File: config.mk
export PLATFORM = sky130hd
export DESIGN_NAME = rtcsc_top
export DESIGN_NICKNAME = d
export VERILOG_FILES = /design/src/hw/rtcsc_pkg.sv /design/src/hw/rtcsc_top.sv
export SDC_FILE = /design/constraint.sdc
export NUM_CORES = 1
export LEC_CHECK = 0
export BUFFER_PORTS_ARGS = -buffer_cell sky130_fd_sc_hd__buf_4
export CORE_ASPECT_RATIO = 0.6
export CORE_UTILIZATION = 40
export DETAILED_ROUTE_END_ITERATION = 6
export GPL_ROUTABILITY_DRIVEN = 1
export SETUP_SLACK_MARGIN = 0.05
export SLEW_MARGIN = 30
export SYNTH_ARGS = -nofsm -noshare
export SYNTH_HDL_FRONTEND = slang
export SYNTH_SLANG_ARGS = --single-unit
File: constraint.sdc
create_clock -name mclk -period 6.9 [get_ports mclk]
set_input_delay 0.345 -clock mclk [delete_from_list [all_inputs] [get_ports mclk]]
set_output_delay 0.345 -clock mclk [all_outputs]
set_load 0.01 [all_outputs]
File: src/hw/rtcsc_pkg.sv
// Constants, carrier structs and state layout for the select and clock-out block.
// Assumes one 100 MHz clock domain and pins that are not yet synchronised.
package rtcsc_pkg;

  // Timing of the internal crystal-rate square wave
  localparam int unsigned MCLK_HZ = 100_000_000;
  localparam int unsigned XTAL_HZ = 32_768;
  localparam logic [26:0] PHASE_WRAP = 27'(MCLK_HZ);
  localparam logic [26:0] PHASE_STEP = 27'(2 * XTAL_HZ);

  // Register file geometry
  localparam int REG_COUNT = 16;
  localparam int NIBBLE_W = 4;
  localparam int ADDR_W = 4;
  localparam int CHAIN_W = 16;

  // Output-control register: enable bit and divider field
  localparam logic [3:0] CTRL_IDX = 4'hf;
  localparam int OUT_ENABLE_BIT = 3;
  localparam int DIV_MSB = 2;
  localparam int DIV_LSB = 0;

  // Reset values of the pin drivers (enables are active low)
  localparam logic OE_N_RST = 1'b1;
  localparam logic [3:0] NIBBLE_RST = 4'h0;

  // Sampled pin group
  typedef struct packed {
    logic selNPrimary;
    logic selHighSecondary;
    logic freqSource;
    logic readN;
    logic writeN;
    logic [ADDR_W-1:0] regNumber;
    logic [NIBBLE_W-1:0] nibble;
  } rtcsc_pins_type;

  // Whole module state
  typedef struct packed {
    rtcsc_pins_type sync1;
    rtcsc_pins_type sync2;
    logic writePrev;
    logic armed;
    logic [REG_COUNT-1:0][NIBBLE_W-1:0] regs;
    logic [26:0] phase;
    logic baseClk;
    logic [CHAIN_W-1:0] chain;
    logic [NIBBLE_W-1:0] nibbleOut;
    logic nibbleOeN;
    logic clockOut;
    logic clockOeN;
  } rtcsc_state_type;

endpackage : rtcsc_pkg

File: src/hw/rtcsc_top.sv
// Chip-select decoding, nibble register port and clock-output gating.
// Assumes host strobes are asynchronous to mclk and slow against 10 ns;
// the pin wire level is resolved outside from the active-low enables.
`timescale 1ns/1ns

module rtcsc_top
  import rtcsc_pkg::*;
#(
  parameter bit HAS_FREQ_PIN = 1'b1
) (
  // Clock, reset, freeze
  input wire logic mclk,
  input wire logic rst,
  input wire logic ce,
  // Host selects and strobes
  input wire logic selectNPrimary,
  input wire logic selectHighSecondary,
  input wire logic readStrobeN,
  input wire logic writeStrobeN,
  input wire logic [3:0] registerNumberIn,
  // Nibble bus
  input wire logic [3:0] nibbleBusIn,
  output logic [3:0] nibbleBusOut,
  output logic nibbleBusOeN,
  // Frequency output
  input wire logic freqSourcePin,
  output logic clockOutPin,
  output logic clockOutOeN
);

  rtcsc_state_type s_q;
  rtcsc_state_type s_d;
  rtcsc_pins_type pinsIn;
  logic writeRise;
  logic accessNow;

  ////////////////////////////////////////////////////////////////////////////////
  // Helpers

  // Both selects in their active state and power-on arming done
  function automatic logic accessOk(input rtcsc_pins_type p, input logic armed);
    accessOk = armed && !p.selNPrimary && p.selHighSecondary;
  endfunction : accessOk

  // Divider field 0 gives the crystal rate, n gives rate / 2^n
  function automatic logic freqSel(input logic base, input logic [CHAIN_W-1:0] chain,
                                   input logic [2:0] div);
    if (div == 3'h0) begin
      freqSel = base;
    end else begin
      freqSel = chain[div - 3'h1];
    end
  endfunction : freqSel

  ////////////////////////////////////////////////////////////////////////////////
  // Pin gathering; the short package ties the source pin high
  always_comb begin
    pinsIn.selNPrimary = selectNPrimary;
    pinsIn.selHighSecondary = selectHighSecondary;
    pinsIn.freqSource = HAS_FREQ_PIN ? freqSourcePin : 1'b1;
    pinsIn.readN = readStrobeN;
    pinsIn.writeN = writeStrobeN;
    pinsIn.regNumber = registerNumberIn;
    pinsIn.nibble = nibbleBusIn;
  end

  // Edge and access seen on the second synchroniser stage only
  assign writeRise = s_q.sync2.writeN && !s_q.writePrev;
  assign accessNow = accessOk(s_q.sync2, s_q.armed);

  ////////////////////////////////////////////////////////////////////////////////
  // Next-state logic; everything holds while ce is low
  always_comb begin
    s_d = s_q;
    if (ce) begin
      s_d.sync1 = pinsIn;
      s_d.sync2 = s_q.sync1;
      s_d.writePrev = s_q.sync2.writeN;
      // A host that powered up with the select low must raise it once first
      if (s_q.sync2.selNPrimary) begin
        s_d.armed = 1'b1;
      end
      // Store on the strobe's rising edge at the addressed register
      if (writeRise && accessNow) begin
        s_d.regs[s_q.sync2.regNumber] = s_q.sync2.nibble;
      end
      // Crystal-rate square wave from a phase accumulator, no drift over time
      if (s_q.phase + PHASE_STEP >= PHASE_WRAP) begin
        s_d.phase = s_q.phase + PHASE_STEP - PHASE_WRAP;
        s_d.baseClk = !s_q.baseClk;
        if (!s_q.baseClk) begin
          s_d.chain = s_q.chain + 16'h0001;
        end
      end else begin
        s_d.phase = s_q.phase + PHASE_STEP;
      end
      // Read drive; both strobes low is illegal so a write wins the bus off
      if (accessNow && !s_q.sync2.readN && s_q.sync2.writeN) begin
        s_d.nibbleOeN = 1'b0;
        s_d.nibbleOut = s_q.regs[s_q.sync2.regNumber];
      end else begin
        s_d.nibbleOeN = 1'b1;
        s_d.nibbleOut = NIBBLE_RST;
      end
      // Clock output gating, independent of the primary select
      if (!s_q.sync2.selHighSecondary) begin
        s_d.clockOeN = 1'b1;
        s_d.clockOut = 1'b0;
      end else if (!s_q.sync2.freqSource) begin
        s_d.clockOeN = 1'b0;
        s_d.clockOut = s_d.baseClk;
      end else if (s_q.regs[CTRL_IDX][OUT_ENABLE_BIT]) begin
        s_d.clockOeN = 1'b0;
        // Uses the next base and chain so the pin never lags the crystal edge
        s_d.clockOut = freqSel(s_d.baseClk, s_d.chain, s_q.regs[CTRL_IDX][DIV_MSB:DIV_LSB]);
      end else begin
        s_d.clockOeN = 1'b1;
        s_d.clockOut = 1'b0;
      end
    end
  end

  ////////////////////////////////////////////////////////////////////////////////
  // State register; drivers start released
  always_ff @(posedge mclk) begin
    if (rst) begin
      s_q <= '0;
      s_q.nibbleOeN <= OE_N_RST;
      s_q.clockOeN <= OE_N_RST;
    end else begin
      s_q <= s_d;
    end
  end

  // Outputs straight from the state flip-flops
  assign nibbleBusOut = s_q.nibbleOut;
  assign nibbleBusOeN = s_q.nibbleOeN;
  assign clockOutPin = s_q.clockOut;
  assign clockOutOeN = s_q.clockOeN;
endmodule : rtcsc_top

==> impl_metrics.toml <==
[job]
max-cap-violations = 0

[timing]
fin_ws_ns = 3.537
setup_viol = 0
min_period_over_period_pct = 48.74
setup_tns_ns = 0
hold_viol = 0
timing.slew.headroom_pct = 34.95
finClkSkew_ns = 0.01250
fmax_mhz = 297.4
slew_violations = 0
grt_setup_unrepaired = "no"
fin_crit_ns = 3.363
tightest_slew_ns = 0.9758

[die]
fp-row-count = 34
initial_core_util_pct = 41.42
die_area_um2 = 15710
die_y_um = 97.50
die_x_um = 161.2
coreArea_um2 = 14680
pin_count = 23

[pwr]
power_mw = 1.754
peakVddDrop_mv = 0.1645
power.density_nw_per_um2 = 253.5
p_sw_uw = 396.9
power_frac_comb_pct = 3.8
leakagePower_nw = 2.598
p_int_mw = 1.357
clock_power_share_pct = 53.2
netSwitchingFraction_pct = 22.63
power_frac_seq_pct = 43.0

[detailed_routing]
ant_nets = 0
firstDrtPassIters = 7
vias_per_cell = 5.400
dr.first_iter.drc_count = 495
routed_wl_um = 14210
wl_per_cell_um = 16.18
drc = 0
num_vias = 4741

[cts]
clock_latency_ns = 0.42
clkSlewWorstSetupHoldPaths_ns = 0.06
cts_setup_buffers = 0
tritoncts = "done"
cts_buffer_depth = 2
cts_max_level = 4
clock_sinks = 127
cts_buffers = 17
ctsResizeCount = 0
cts_root_buf = "clkbuf_16"
cts_hold_buf = 0

[cells_and_area]
drive_gt1_share_pct = 13.68
num_antenna_cells = 0
post-route-util_pct = 47.13
syn2layout_area_growth_pct = 13.77
layout_common_cells = "dfxtp_1 (127), nor2_1 (101), nand2_1 (67)"
final_common_cell = "dfxtp_1"
layoutNonFillerInstCount = 878
num-nets-final = 690

[global_route]
grt_pass1_vias = 4481
grt_first_pass_wirelength_um = 23580
grt_max_degree = 94
overflow = 0
antenna_found_initial = 0
grtUsageTotal_pct = 19.27

[placement]
dpl.cell_count = 846
dp_hpwl_um = 9347
gp_congestion = 0.7944
dp_slack_ns = 3.518
port_buffers = 22

[logic_synthesis]
synth_top_area_share_pct = 41.82
synth-seq-area-share_pct = 41.82
synthTopCellsByArea = "dfxtp_1 (42%), mux2i_1 (10%), mux4_2 (7.4%)"
ys_types = 51
synth_ff_type = "dfxtp_1"
postSynthAreaPerCell_um2 = 8.993
ys_ff_latch = 127
yosysWarnings = 0
yosysTopAreaCell = "dfxtp_1"
synth_edf_count = 0
syn_area_um2 = 6080
synth_async_sr_flop_share_pct = 0
syn_inst = 676
syn_nets = 699

[outcome]
status = "completed"

[setup_path]
cp-end-kind = "register"
worstPathMaxFanout = 11
crit_arrival_ns = 3.63
cp.required_ns = 7.17
criticalPathCategory = "reg -> reg"
start_kind = "register"

[worst_hold_path]
hp-class = "in -> reg"
==> worst max-delay path, cell delays in order (launching register included) <==
cell and delay (ns):
dfxtp_1 0.43, ha_1 0.44, nand3_1 0.22, nor3_1 0.26, xnor2_1 0.19, or2_1 0.29, a21oi_1 0.64, nand2_1 0.35
nor2_1 0.21, xnor2_1 0.13, nor2_1 0.05
==> path summary, 6_finish.rpt <==
| path | start | endpoint | slack, ns | cells after the start |
|---|---|---|---|---|
| worst max-delay path | s_q[41] | s_q[14] | 3.54 | 10 |
| worst min-delay path | registerNumberIn[0] | s_q[134] | 0.16 | 3 |
| worst max register to register | s_q[41] | s_q[14] | 3.54 | 10 |
| worst min register to register | s_q[103] | s_q[103] | 0.45 | 2 |
==> flip-flops by register name, indices dropped and copies added (netlist names) <==
signal        flops
clockOutOeN       1
clockOutPin       1
nibbleBusOeN      1
nibbleBusOut      4
s_q             120
==> power groups by stage <==
stage,Combinational [mW],Sequential (mW),Clock [mW]
final,0.0667,0.755,0.932
after global routing,0.0733,0.756,0.983
after CTS,0.0666,0.754,0.947
after detailed placement,0.0661,0.770,0
after global placement,0.0652,0.770,0
after floorplan,0.0532,0.762,0
==> metrics by stage <==
stage	hold slack, ns	area (um2)
6_report	0.1648	6917
5_1_grt	0.1654	6917
4_1_cts	0.1601	6914
3_5_place_dp	0.4442	6299
3_3_place_gp	0.4379	6299
2_1_floorplan	0.4287	6080
==> Yosys cell counts (all sizes together), types with 2 or more instances <==
master and instances:
inv 7, nor2b 12, nor2 102, mux4 20, mux2i 62, o21ai 11
nand2 71, dfxtp 127, xor2 22, o31ai 2, and3 13, nor3 6
nand3 48, clkbuf 45, o2111ai 2, a31oi 3, a211oi 9, nand2b 5
a31o 2, a21oi 48, ha 7, o21bai 2, o22ai 2, and2 2
buf 12, nand4 2, nor4 3, xnor2 14
==> layer usage <==
metal | track usage, % | routed length (um)
met1 | 29.19 | 7396
met2 | 25.70 | 5651
met3 | 5.122 | 1008
met4 | 6.604 | 151
met5 | 0 | 0
==> final cells by class <==
type	instances	area (um2)
sequential	127	2542
inverter	7	26.28
tap	198	247.7
clock buffer	20	456.7
multi-input combinational	485	3267
clock inverter	12	158.9
timing repair buffer	29	217.7
fill	1395	7760
==> kinds of logic after synthesis <==
| logic type | synth area share (%) |
|---|---|
| flip-flops | 41.82 |
| XOR/XNOR | 5.186 |
| multiplexers | 17.62 |
| AO/OA/AOI/OAI | 9.200 |
| AND/OR/NAND/NOR | 20.25 |
| buffers and inverters | 4.487 |
| adder cells (fa/ha/maj) | 1.441 |
Note: power is estimated with default switching activity, not from simulation.
